File: src/hw/ttf_consts.vh
`ifndef TTF_CONSTS_VH
`define TTF_CONSTS_VH

// apb register byte offsets
`define TTF_OFF_CTRL 12'h000
`define TTF_OFF_ON_SET 12'h004
`define TTF_OFF_OFF_SET 12'h008
`define TTF_OFF_CYCLE 12'h00C
`define TTF_OFF_DUTY 12'h010
`define TTF_OFF_STATUS 12'h014
`define TTF_OFF_PV 12'h018
`define TTF_OFF_DISP 12'h01C
`define TTF_OFF_DIP 12'h020
`define TTF_OFF_CMD 12'h024

// control register fields
`define TTF_C_TWIN 0
`define TTF_C_MODE_Z 1
`define TTF_C_START_ON 2
`define TTF_C_DOWN 3
`define TTF_C_FAST 4
`define TTF_C_PNP 5
`define TTF_C_COLOR_LO 6
`define TTF_C_COLOR_HI 7
`define TTF_C_ONRNG_LO 8
`define TTF_C_ONRNG_HI 10
`define TTF_C_OFFRNG_LO 11
`define TTF_C_OFFRNG_HI 13
`define TTF_C_ITEM 14

// command register bits
`define TTF_K_RESET_KEY 0
`define TTF_K_CPU_FAULT 1
`define TTF_K_RAM_FAULT 2
`define TTF_K_NV_FAULT 3

// dip switch pin positions (pin n at bit n-1)
`define TTF_DIP_ENABLE 0
`define TTF_DIP_OFFRNG_LO 1
`define TTF_DIP_OFFRNG_HI 2
`define TTF_DIP_ONRNG_LO 3
`define TTF_DIP_ONRNG_HI 4
`define TTF_DIP_START_ON 5
`define TTF_DIP_DOWN 6
`define TTF_DIP_FAST 7

// time ranges: 0 = 0.01 s, 1 = 0.1 s, 2 = 1 s, 3 = min-s, 4 = 0.001 s, 5 = 1 min, 6 = 1 h
`define TTF_RNG_10MS 3'h0
`define TTF_RNG_100MS 3'h1
`define TTF_RNG_1S 3'h2
`define TTF_RNG_MINSEC 3'h3
`define TTF_RNG_1MS 3'h4
`define TTF_RNG_1MIN 3'h5
`define TTF_RNG_1H 3'h6

// display codes
`define TTF_CODE_NONE 2'h0
`define TTF_CODE_CPU 2'h1
`define TTF_CODE_MEM 2'h2
`define TTF_SUB_DARK 2'h0
`define TTF_SUB_CYCLE 2'h1
`define TTF_SUB_DUTY 2'h2
`define TTF_SUB_NVSUB 2'h3

// colors
`define TTF_COL_RED 2'h0
`define TTF_COL_GREEN 2'h1
`define TTF_COL_RG 2'h2
`define TTF_COL_GR 2'h3

// timing
`define TTF_CLK_HZ 40000000
`define TTF_TICK_US 1000
`define TTF_WIDTH_SLOW_MS 20
`define TTF_WIDTH_FAST_MS 1
`define TTF_DUTY_FULL 7'h64
`define TTF_PCT_DIV 100
`define TTF_MINSEC_UNITS 60

`endif

File: src/hw/ttf_timer.v
// Behaviour
// RULE1: duty mode on time is cycle times duty over 100, rounded to range resolution.
// RULE2: duty setting accepts integers 0 to 100 inclusive.
// RULE3: duty mode with zero cycle time keeps output off.
// RULE4: duty mode with zero duty keeps output off.
// RULE5: duty mode with full duty keeps output on.
// RULE6: cycle item shows present value, cycle time and lights cycle indicator.
// RULE7: cpu fault shows cpu code, sub dark; reset key or power clears it.
// RULE8: ram fault shows memory code, output off, only power cycle recovers.
// RULE9: nonvolatile fault shows memory code with subcode; reset key restores factory, set zero.
// RULE10: dip settings apply only when pin 1 is on.
// RULE11: dip switches are sampled only at power-up.
// RULE12: start mode picks off-first or on-first; dip pin 6.
// RULE13: count direction by dip pin 7 or key; up elapsed, down remaining.
// RULE14: inputs shorter than 20 ms or 1 ms (pin 8) are rejected, shared setting.
// RULE15: on range selectable from 0.001 s to 9999 h.
// RULE16: off range selectable from 0.000 s to 9999 h.
// RULE17: dip selects only four ranges per interval; others by key setting.
// RULE18: one polarity setting governs all external inputs.
// RULE19: present value color fixed red, fixed green, red/green, green/red.
// RULE20: factory state is all dip off and single-timer operation.
// RULE21: duty item shows present value, duty and lights duty indicator.
// RULE22: twin timer alternates on and off, restarting at start phase on reset.
// RULE23: outside party holds each input at least the minimum width.
//
// Implementation choices: the placing of the registers and the APB register port.
`include "ttf_consts.vh"

module ttf_timer #(
   parameter CNT_W = 32,
   parameter DIP_W = 8,
   parameter TICK_CYC = (`TTF_CLK_HZ / 1000000) * `TTF_TICK_US,
   parameter SLOW_TICKS = `TTF_WIDTH_SLOW_MS,
   parameter FAST_TICKS = `TTF_WIDTH_FAST_MS
) (
   // apb slave
   input wire pclk,
   input wire presetn,
   input wire psel,
   input wire penable,
   input wire pwrite,
   input wire [11:0] paddr,
   input wire [31:0] pwdata,
   output reg [31:0] prdata,
   output wire pready,
   output wire pslverr,
   // external inputs and straps
   input wire [DIP_W-1:0] dip_sw,
   input wire sig_in,
   input wire reset_in,
   input wire gate_in,
   // output and display
   output reg out_on,
   output reg [CNT_W-1:0] main_value,
   output reg [CNT_W-1:0] sub_value,
   output reg [1:0] main_code,
   output reg [1:0] sub_code,
   output reg duty_item_indicator,
   output reg cycle_item_indicator,
   output reg pv_green
);

   // ==========================================
   // registers
   reg [14:0] ctrl_reg;
   reg [CNT_W-1:0] on_set_reg;
   reg [CNT_W-1:0] off_set_reg;
   reg [CNT_W-1:0] cycle_reg;
   reg [6:0] duty_reg;
   reg [DIP_W-1:0] dip_reg;
   reg dip_taken_reg;
   reg cpu_fault_reg;
   reg ram_fault_reg;
   reg nv_fault_reg;
   reg phase_on_reg;
   reg run_reg;
   reg [CNT_W-1:0] elapsed_reg;
   reg [15:0] tick_cnt_reg;
   reg tick_reg;
   reg [5:0] sub_cnt_reg;
   wire [2:0] flt_q;

   wire wr_en = psel & penable & pwrite;
   assign pready = 1'b1;
   assign pslverr = 1'b0;

   // effective settings: dip overrides keys when pin 1 on
   wire dip_on = dip_reg[`TTF_DIP_ENABLE];
   wire mode_z = ctrl_reg[`TTF_C_MODE_Z];
   wire twin = ctrl_reg[`TTF_C_TWIN] | mode_z;
   wire start_on = dip_on ? dip_reg[`TTF_DIP_START_ON] : ctrl_reg[`TTF_C_START_ON]; // [RULE10] [RULE12]
   wire count_down = dip_on ? dip_reg[`TTF_DIP_DOWN] : ctrl_reg[`TTF_C_DOWN]; // [RULE13]
   wire fast_in = dip_on ? dip_reg[`TTF_DIP_FAST] : ctrl_reg[`TTF_C_FAST]; // [RULE14]
   // dip gives the four low range codes only
   wire [2:0] on_rng = dip_on ? {1'b0, dip_reg[`TTF_DIP_ONRNG_HI:`TTF_DIP_ONRNG_LO]}
                              : ctrl_reg[`TTF_C_ONRNG_HI:`TTF_C_ONRNG_LO]; // [RULE15] [RULE17]
   wire [2:0] off_rng = dip_on ? {1'b0, dip_reg[`TTF_DIP_OFFRNG_HI:`TTF_DIP_OFFRNG_LO]}
                               : ctrl_reg[`TTF_C_OFFRNG_HI:`TTF_C_OFFRNG_LO]; // [RULE16] [RULE17]

   // ==========================================
   // power-up dip capture and key registers
   // straps are read once; later changes wait for the next power-up
   always @(posedge pclk or negedge presetn) begin
      if (!presetn) begin
         dip_reg <= {DIP_W{1'b0}};
         dip_taken_reg <= 1'b0;
         ctrl_reg <= 15'h0000; // [RULE20]
         on_set_reg <= {CNT_W{1'b0}};
         off_set_reg <= {CNT_W{1'b0}};
         cycle_reg <= {CNT_W{1'b0}};
         duty_reg <= 7'h00;
         cpu_fault_reg <= 1'b0;
         ram_fault_reg <= 1'b0;
         nv_fault_reg <= 1'b0;
      end else begin
         if (!dip_taken_reg) begin
            dip_reg <= dip_sw; // [RULE11]
            dip_taken_reg <= 1'b1;
         end
         if (wr_en) begin
            case (paddr)
               `TTF_OFF_CTRL: ctrl_reg <= pwdata[14:0];
               `TTF_OFF_ON_SET: on_set_reg <= pwdata[CNT_W-1:0];
               `TTF_OFF_OFF_SET: off_set_reg <= pwdata[CNT_W-1:0];
               `TTF_OFF_CYCLE: cycle_reg <= pwdata[CNT_W-1:0];
               // duty above full scale is refused, old value kept
               `TTF_OFF_DUTY: begin
                  if (pwdata[31:0] <= {25'h000_0000, `TTF_DUTY_FULL})
                     duty_reg <= pwdata[6:0]; // [RULE2]
               end
               // a fault set in the same write beats the reset key
               `TTF_OFF_CMD: begin
                  if (pwdata[`TTF_K_CPU_FAULT])
                     cpu_fault_reg <= 1'b1;
                  else if (pwdata[`TTF_K_RESET_KEY])
                     cpu_fault_reg <= 1'b0; // [RULE7]
                  if (pwdata[`TTF_K_RAM_FAULT])
                     ram_fault_reg <= 1'b1; // [RULE8]
                  if (pwdata[`TTF_K_NV_FAULT]) begin
                     nv_fault_reg <= 1'b1;
                  end else if (pwdata[`TTF_K_RESET_KEY] && nv_fault_reg) begin
                     nv_fault_reg <= 1'b0; // [RULE9]
                     ctrl_reg <= 15'h0000;
                     on_set_reg <= {CNT_W{1'b0}};
                     off_set_reg <= {CNT_W{1'b0}};
                     cycle_reg <= {CNT_W{1'b0}};
                     duty_reg <= 7'h00;
                  end
               end
               default: ;
            endcase
         end
      end
   end

   // ==========================================
   // 1 ms time base
   // one-cycle enable pulse every TICK_CYC clocks
   localparam integer TICK_LAST = TICK_CYC - 1;
   always @(posedge pclk or negedge presetn) begin
      if (!presetn) begin
         tick_cnt_reg <= 16'h0000;
         tick_reg <= 1'b0;
      end else if (tick_cnt_reg == TICK_LAST[15:0]) begin
         tick_cnt_reg <= 16'h0000;
         tick_reg <= 1'b1;
      end else begin
         tick_cnt_reg <= tick_cnt_reg + 16'h0001;
         tick_reg <= 1'b0;
      end
   end

   // ==========================================
   // input polarity and width filters
   wire [2:0] raw_in = {gate_in, reset_in, sig_in} ^ {3{~ctrl_reg[`TTF_C_PNP]}}; // [RULE18]
   wire [4:0] need_ticks = fast_in ? FAST_TICKS[4:0] : SLOW_TICKS[4:0]; // [RULE14]
   // filtered level lags the pin by the width less up to one tick
   genvar gi;
   generate
      for (gi = 0; gi < 3; gi = gi + 1) begin : g_flt
         reg q_reg;
         reg [4:0] cnt_reg;
         always @(posedge pclk or negedge presetn) begin
            if (!presetn) begin
               q_reg <= 1'b0;
               cnt_reg <= 5'h00;
            end else if (raw_in[gi] == q_reg) begin
               cnt_reg <= 5'h00; // chatter restarts count [RULE14]
            end else if (tick_reg) begin
               if (cnt_reg + 5'h01 >= need_ticks) begin
                  q_reg <= raw_in[gi]; // [RULE23]
                  cnt_reg <= 5'h00;
               end else begin
                  cnt_reg <= cnt_reg + 5'h01;
               end
            end
         end
         assign flt_q[gi] = q_reg;
      end
   endgenerate
   wire rst_act = flt_q[1];
   wire gate_act = flt_q[2];

   // ==========================================
   // duty on time, rounded to range units
   // set values are in range units, so rounding is half up on the unit
   wire [CNT_W+6:0] prod = cycle_reg * duty_reg;
   wire [CNT_W+6:0] duty_on_full = (prod + (`TTF_PCT_DIV / 2)) / `TTF_PCT_DIV; // [RULE1]
   wire [CNT_W-1:0] duty_on = duty_on_full[CNT_W-1:0];
   wire [CNT_W-1:0] duty_off = cycle_reg - duty_on;

   // milliseconds (1 ms ticks) per sub-tick of range resolution
   function [15:0] rng_ms;
      input [2:0] r;
      begin
         case (r)
            `TTF_RNG_1MS: rng_ms = 16'h0001;
            `TTF_RNG_10MS: rng_ms = 16'h000A;
            `TTF_RNG_100MS: rng_ms = 16'h0064;
            default: rng_ms = 16'h03E8;
         endcase
      end
   endfunction

   wire [CNT_W-1:0] cur_set = mode_z ? (phase_on_reg ? duty_on : duty_off)
                                     : (phase_on_reg ? on_set_reg : off_set_reg);
   wire [2:0] cur_rng = phase_on_reg ? on_rng : off_rng;
   // min-s, minute and hour ranges step in seconds, minutes, hours
   localparam integer MINSEC_LAST = `TTF_MINSEC_UNITS - 1;
   wire [5:0] sub_last = MINSEC_LAST[5:0];
   wire [5:0] sub_max = (cur_rng == `TTF_RNG_1MIN || cur_rng == `TTF_RNG_1H) ? sub_last : 6'd0;
   reg [15:0] ms_cnt_reg;
   // hour range counts sixty minute units
   reg [5:0] hr_cnt_reg;
   wire hr_step = (hr_cnt_reg == sub_last);
   wire unit_tick = tick_reg && (ms_cnt_reg == rng_ms(cur_rng) - 16'h0001);
   wire unit_step = unit_tick && (sub_cnt_reg == sub_max) && (cur_rng != `TTF_RNG_1H || hr_step);

   // ==========================================
   // twin timer sequencing
   // a fresh enable restarts, so every run begins in the start phase
   wire restart = rst_act || !dip_taken_reg || !run_reg;
   // the phase flips on its last unit: a set of n units lasts n units
   wire last_unit = (elapsed_reg == cur_set - {{(CNT_W-1){1'b0}}, 1'b1});
   // gate holds the timer without losing time already counted
   always @(posedge pclk or negedge presetn) begin
      if (!presetn) begin
         run_reg <= 1'b0;
         phase_on_reg <= 1'b0;
         elapsed_reg <= {CNT_W{1'b0}};
         ms_cnt_reg <= 16'h0000;
         sub_cnt_reg <= 6'h00;
         hr_cnt_reg <= 6'h00;
      end else begin
         run_reg <= twin;
         if (restart) begin
            phase_on_reg <= start_on; // [RULE22] [RULE12]
            elapsed_reg <= {CNT_W{1'b0}};
            ms_cnt_reg <= 16'h0000;
            sub_cnt_reg <= 6'h00;
            hr_cnt_reg <= 6'h00;
         end else if (twin && !gate_act && tick_reg) begin
            if (elapsed_reg >= cur_set) begin
               // zero or shortened set: leave the phase at once
               phase_on_reg <= ~phase_on_reg; // [RULE22]
               elapsed_reg <= {CNT_W{1'b0}};
               ms_cnt_reg <= 16'h0000;
               sub_cnt_reg <= 6'h00;
               hr_cnt_reg <= 6'h00;
            end else if (unit_tick) begin
               ms_cnt_reg <= 16'h0000;
               if (sub_cnt_reg == sub_max) begin
                  sub_cnt_reg <= 6'h00;
                  if (cur_rng == `TTF_RNG_1H)
                     hr_cnt_reg <= hr_step ? 6'h00 : hr_cnt_reg + 6'h01;
                  if (unit_step && last_unit) begin
                     phase_on_reg <= ~phase_on_reg; // [RULE22] [RULE1]
                     elapsed_reg <= {CNT_W{1'b0}};
                     hr_cnt_reg <= 6'h00;
                  end else if (unit_step) begin
                     elapsed_reg <= elapsed_reg + {{(CNT_W-1){1'b0}}, 1'b1};
                  end
               end else begin
                  sub_cnt_reg <= sub_cnt_reg + 6'h01;
               end
            end else begin
               ms_cnt_reg <= ms_cnt_reg + 16'h0001;
            end
         end
      end
   end

   // ==========================================
   // output, display, color
   wire [CNT_W-1:0] remain = cur_set - elapsed_reg;
   reg out_next;
   always @* begin
      if (!mode_z)
         out_next = twin & phase_on_reg;
      else if (cycle_reg == {CNT_W{1'b0}})
         out_next = 1'b0; // [RULE3]
      else if (duty_reg == 7'h00)
         out_next = 1'b0; // [RULE4]
      else if (duty_reg == `TTF_DUTY_FULL)
         out_next = 1'b1; // [RULE5]
      else
         out_next = phase_on_reg;
   end

   always @(posedge pclk or negedge presetn) begin
      if (!presetn) begin
         out_on <= 1'b0;
         main_value <= {CNT_W{1'b0}};
         sub_value <= {CNT_W{1'b0}};
         main_code <= `TTF_CODE_NONE;
         sub_code <= `TTF_SUB_DARK;
         duty_item_indicator <= 1'b0;
         cycle_item_indicator <= 1'b0;
         pv_green <= 1'b0;
      end else begin
         // any fault holds the output off
         out_on <= out_next & ~ram_fault_reg & ~cpu_fault_reg & ~nv_fault_reg; // [RULE8]
         main_value <= count_down ? remain : elapsed_reg; // [RULE13]
         duty_item_indicator <= 1'b0;
         cycle_item_indicator <= 1'b0;
         if (ram_fault_reg) begin
            main_code <= `TTF_CODE_MEM; // [RULE8]
            sub_code <= `TTF_SUB_DARK;
         end else if (nv_fault_reg) begin
            main_code <= `TTF_CODE_MEM; // [RULE9]
            sub_code <= `TTF_SUB_NVSUB;
         end else if (cpu_fault_reg) begin
            main_code <= `TTF_CODE_CPU; // [RULE7]
            sub_code <= `TTF_SUB_DARK;
         end else if (mode_z && ctrl_reg[`TTF_C_ITEM]) begin
            main_code <= `TTF_CODE_NONE;
            sub_code <= `TTF_SUB_CYCLE;
            sub_value <= cycle_reg; // [RULE6]
            cycle_item_indicator <= 1'b1;
         end else if (mode_z) begin
            main_code <= `TTF_CODE_NONE;
            sub_code <= `TTF_SUB_DUTY;
            sub_value <= {{(CNT_W-7){1'b0}}, duty_reg}; // [RULE21]
            duty_item_indicator <= 1'b1;
         end else begin
            main_code <= `TTF_CODE_NONE;
            sub_code <= `TTF_SUB_DARK;
            sub_value <= cur_set;
         end
         case (ctrl_reg[`TTF_C_COLOR_HI:`TTF_C_COLOR_LO])
            `TTF_COL_RED: pv_green <= 1'b0; // [RULE19]
            `TTF_COL_GREEN: pv_green <= 1'b1;
            `TTF_COL_RG: pv_green <= out_next;
            default: pv_green <= ~out_next;
         endcase
      end
   end

   // ==========================================
   // apb read
   // unmapped offsets read as zero
   wire [31:0] status_word = {25'h000_0000, flt_q, out_on, nv_fault_reg, ram_fault_reg, cpu_fault_reg};
   wire [31:0] disp_word = {26'h000_0000, phase_on_reg, dip_on, sub_code, main_code};
   always @* begin
      case (paddr)
         `TTF_OFF_CTRL: prdata = {17'h0_0000, ctrl_reg};
         `TTF_OFF_ON_SET: prdata = on_set_reg;
         `TTF_OFF_OFF_SET: prdata = off_set_reg;
         `TTF_OFF_CYCLE: prdata = cycle_reg;
         `TTF_OFF_DUTY: prdata = {25'h000_0000, duty_reg};
         `TTF_OFF_STATUS: prdata = status_word;
         `TTF_OFF_PV: prdata = main_value;
         `TTF_OFF_DISP: prdata = disp_word;
         `TTF_OFF_DIP: prdata = {{(32-DIP_W){1'b0}}, dip_reg};
         default: prdata = 32'h0000_0000;
      endcase
   end

endmodule

File: config.mk
export PLATFORM = sky130hd
export DESIGN_NAME = ttf_timer
export DESIGN_NICKNAME = d
export VERILOG_FILES = /design/src/hw/ttf_timer.v
export VERILOG_INCLUDE_DIRS = /design/src /design/src/hw
export SDC_FILE = /design/constraint.sdc
export NUM_CORES = 2
export LEC_CHECK = 0
export ABC_AREA = 1
export BUFFER_PORTS_ARGS = -buffer_cell sky130_fd_sc_hd__buf_2
export CAP_MARGIN = 20
export CORE_UTILIZATION = 30
export DETAILED_ROUTE_END_ITERATION = 8
export GPL_ROUTABILITY_DRIVEN = 0
export PLACE_DENSITY = 0.56
export SLEW_MARGIN = 5
export SYNTH_ARGS = -nofsm -noshare
export SYNTH_HDL_FRONTEND = slang
export SYNTH_SLANG_ARGS = --single-unit
export TNS_END_PERCENT = 10
File: constraint.sdc
create_clock -name pclk -period 28 [get_ports pclk]
set_input_delay 4.2 -clock pclk [delete_from_list [all_inputs] [get_ports pclk]]
set_output_delay 4.2 -clock pclk [all_outputs]
set_load 0.03 [all_outputs]
==> flow_metrics.env <==
export IMPL_cts_tree="done"
export IMPL_clk_pin_slew_ns=0.07
export IMPL_routedWlPerCell_microns=17.7
export IMPL_skew_ns=0.0232
export IMPL_synthCells=4859
export IMPL_antenna_found_initial=1
export IMPL_yosysWarnings=0
export IMPL_synth_compound_area_share_pct=12.1
export IMPL_synthSimpleGateAreaFrac_pct=34.0
export IMPL_status="completed"
export IMPL_mostFrequentLayoutCell="nand2_1"
export IMPL_die_y_microns=339
export IMPL_synth_top_family_by_area="simple AND/OR/NAND/NOR gates"
export IMPL_whs_path_depth=1
export IMPL_synth_fa_ha_area_share_pct=15.0
export IMPL_cts_max_level=1
export IMPL_clockRootBuffer="clkbuf_16"
export IMPL_dr_pass1_iters=5
export IMPL_die_x_microns=339
export IMPL_reg2reg_to="elapsed_reg[29]$_DFFE_PN0P_"
export IMPL_fp_dieArea_sq_mm=0.115
export IMPL_vias=32300
export IMPL_dp_hpwl_microns=90100
export IMPL_cp_max_fo=9
export IMPL_min_from="tick_cnt_reg[0]$_DFF_PN0_"
export IMPL_synthMuxAreaShare_pct=0.0293
export IMPL_clk_latency_ns=0.63
export IMPL_wirelength_microns=116000
export IMPL_grt_pass1_wl_microns=178000
export IMPL_max_slew_worst_pin_slew_ns=1.10
export IMPL_p_int_w=0.000853
export IMPL_finalHoldViolCount=0
export IMPL_criticalPathCategory="reg2reg"
export IMPL_port_buffer_count=163
export IMPL_cp_required_ns=28.54
export IMPL_num_rows=123
export IMPL_synth_flop_cell="dfrtp_1"
export IMPL_setup_violations=0
export IMPL_hold_class="reg2reg"
export IMPL_vdd_ir_drop_max_uv=56.2
export IMPL_crit_slowest_cell="fa_1"
export IMPL_drtIter0Drc=2463
export IMPL_numCtsBuffers=31
export IMPL_cp_slowest_stage_delay_ns=0.55
export IMPL_tns_ns=0
export IMPL_placed_area_sq_mm=0.0365
export IMPL_overflow=0
export IMPL_grt_max_degree=101
export IMPL_path_delay_family="simple AND/OR/NAND/NOR gates"
export IMPL_synth_xor_area_share_pct=4.30
export IMPL_area_delta_synth_final_pct=13.3
export IMPL_start_kind="register"
export IMPL_postSynthAreaPerCell_sq_um=7.02
export IMPL_crit_top_cell="nand2_4"
export IMPL_ant_nets=0
export IMPL_async_flop_share_pct=100
export IMPL_max_freq_mhz=38.6
export IMPL_setup_ws_ns=2.10
export IMPL_clockPowerShare_pct=29.9
export IMPL_diodes=0
export IMPL_cp_num_buf_inv=19
export IMPL_start_util_pct=30.3
export IMPL_final_util_pct=34.3
export IMPL_pre_cts_ws_ns=0.227
export IMPL_min_to="tick_cnt_reg[0]$_DFF_PN0_"
export IMPL_cts_sinks=299
export IMPL_grt_use_total_pct=19.4
export IMPL_crit_arrival_ns=26.44
export IMPL_clock_path_buffers=3
export IMPL_drive_above_1_share_pct=18.6
export IMPL_fin_crit_sh_pct=92.5
export IMPL_yosys_register_bits=299
export IMPL_viasPerCell=4.95
export IMPL_seq_power_share_pct=32.4
export IMPL_whs_ns=0.460
export IMPL_netSwitchingPower_w=0.000542
export IMPL_nNetsFinal=5385
export IMPL_ys_seq_area_share_pct=21.9
export IMPL_powerDensity_mw_per_mm2=36.1
export IMPL_endpoint_kind="register"
export IMPL_rrSetupSlack_ns=2.10
export IMPL_grt_pass1_vias=31000
export IMPL_netlist_area_sq_mm=0.0341
export IMPL_drc=0
export IMPL_r2r_cells=210
export IMPL_io_pins=166
export IMPL_n_fill_cell=12100
export IMPL_final_max_slew_viol_count=0
export IMPL_p_leak_nw=20.5
export IMPL_fin_crit_ns=25.90
export IMPL_core_sq_mm=0.113
export IMPL_combPwrFrac_pct=37.7
export IMPL_reg2reg_from="duty_reg[3]$_DFFE_PN0P_"
export IMPL_final_cell_mix="nand2_1 (1,201), inv_1 (802), nor2_1 (273)"
export IMPL_timing_slew_headroom_pct=26.3
export IMPL_switching_share_pct=38.8
export IMPL_cap_violations=0
export IMPL_yosysUniqueCellTypes=77
export IMPL_synth_edff_count=0
export IMPL_final_area_sq_mm=0.0386
[worst register-to-register path: cells and delay by family, from the launching register on]
kind / cells / cell delay (ns)
xor gates and xnor gates: 2 / 0.44
AOI/OAI and AO/OA: 15 / 2.67
buffers and inverters: 19 / 1.98
adders and majority gates: 8 / 3.27
and+or+nand+nor: 166 / 16.90
DFF: 1 / 0.54
[cell usage after synthesis, types with 87 or more instances]
cell type     n  area share, %
nand2_2     171            3.1
ha_1        161            5.9
nand2_1    1229             14
nand3_1     248            3.6
nor2_1      285            3.1
a21oi_1     163            2.4
fa_1        155            9.1
xor2_1      116            3.0
dfrtp_1     299             22
inv_1       804            8.8
nand2_4      87            2.9
o21ai_0     271            4.0
clkbuf_1    101            1.1
[worst max-delay path by stage]
stage                     slack (ns)                     endpoint                     from  depth (start not counted)
after global placement          0.97  elapsed_reg[28]$_DFFE_PN0P_  duty_reg[4]$_DFFE_PN0P_                        204
after CTS                       0.17  elapsed_reg[29]$_DFFE_PN0P_  duty_reg[4]$_DFFE_PN0P_                        203
after global routing            -0.1  elapsed_reg[29]$_DFFE_PN0P_  duty_reg[3]$_DFFE_PN0P_                        218
final                           2.10  elapsed_reg[29]$_DFFE_PN0P_  duty_reg[3]$_DFFE_PN0P_                        210
after detailed placement        0.23  elapsed_reg[29]$_DFFE_PN0P_  duty_reg[4]$_DFFE_PN0P_                        203
after floorplan                 4.67  elapsed_reg[28]$_DFFE_PN0P_  duty_reg[3]$_DFFE_PN0P_                        206
[metal layers]
| layer | vias up | track usage (%) | share of wire (%) |
|---|---|---|---|
| li1 | 15700 | - | - |
| met1 | 15500 | 26.2 | 44 |
| met2 | 897 | 32.4 | 47 |
| met3 | 204 | 1.69 | 5.1 |
| met4 | 0 | 6.84 | 3.9 |
| met5 | - | 0 | 0 |
[layout make-up]
cell class	count	area (sq um)	share of cell area, %
repair buffers	263	1670	4.33
multi-input cells	3521	23000	59.5
clock buffers	43	861	2.23
clock inverters	14	121	0.314
flip-flops and latches	299	7520	19.5
well taps	1500	1880	4.86
inverters	893	3590	9.30
[power by group through the flow]
stage / clock [W] / combinational [W] / sequential (W)
6_report: 0.000417 / 0.000526 / 0.000453
5_1_grt: 0.000439 / 0.000585 / 0.000453
4_1_cts: 0.000424 / 0.000487 / 0.000452
3_5_place_dp: 0 / 0.000484 / 0.000460
3_3_place_gp: 0 / 0.000483 / 0.000460
2_1_floorplan: 0 / 0.000348 / 0.000468
[cells by family after synthesis]
kind of cell	count (synthesis)
flops	299
other cells	2
buf+inv	1040
fa+ha+maj	316
mux	1
simple gates	2357
xor+xnor	162
compound gates	682
[timing repair]
action / in CTS / in global routing
setup endpoints to repair: 0 / 68
buffers inserted: 0 / 50
hold buffers: 0 / 0
gates resized for setup: 0 / 176
[through the flow]
stage,cells,power (W)
after global routing,6533,0.00148
after CTS,6480,0.00136
final,6533,0.00140
after floorplan,4860,0.000815
after global placement,6423,0.000943
after detailed placement,6423,0.000944
No activity file was read; power rests on OpenSTA's default activity.
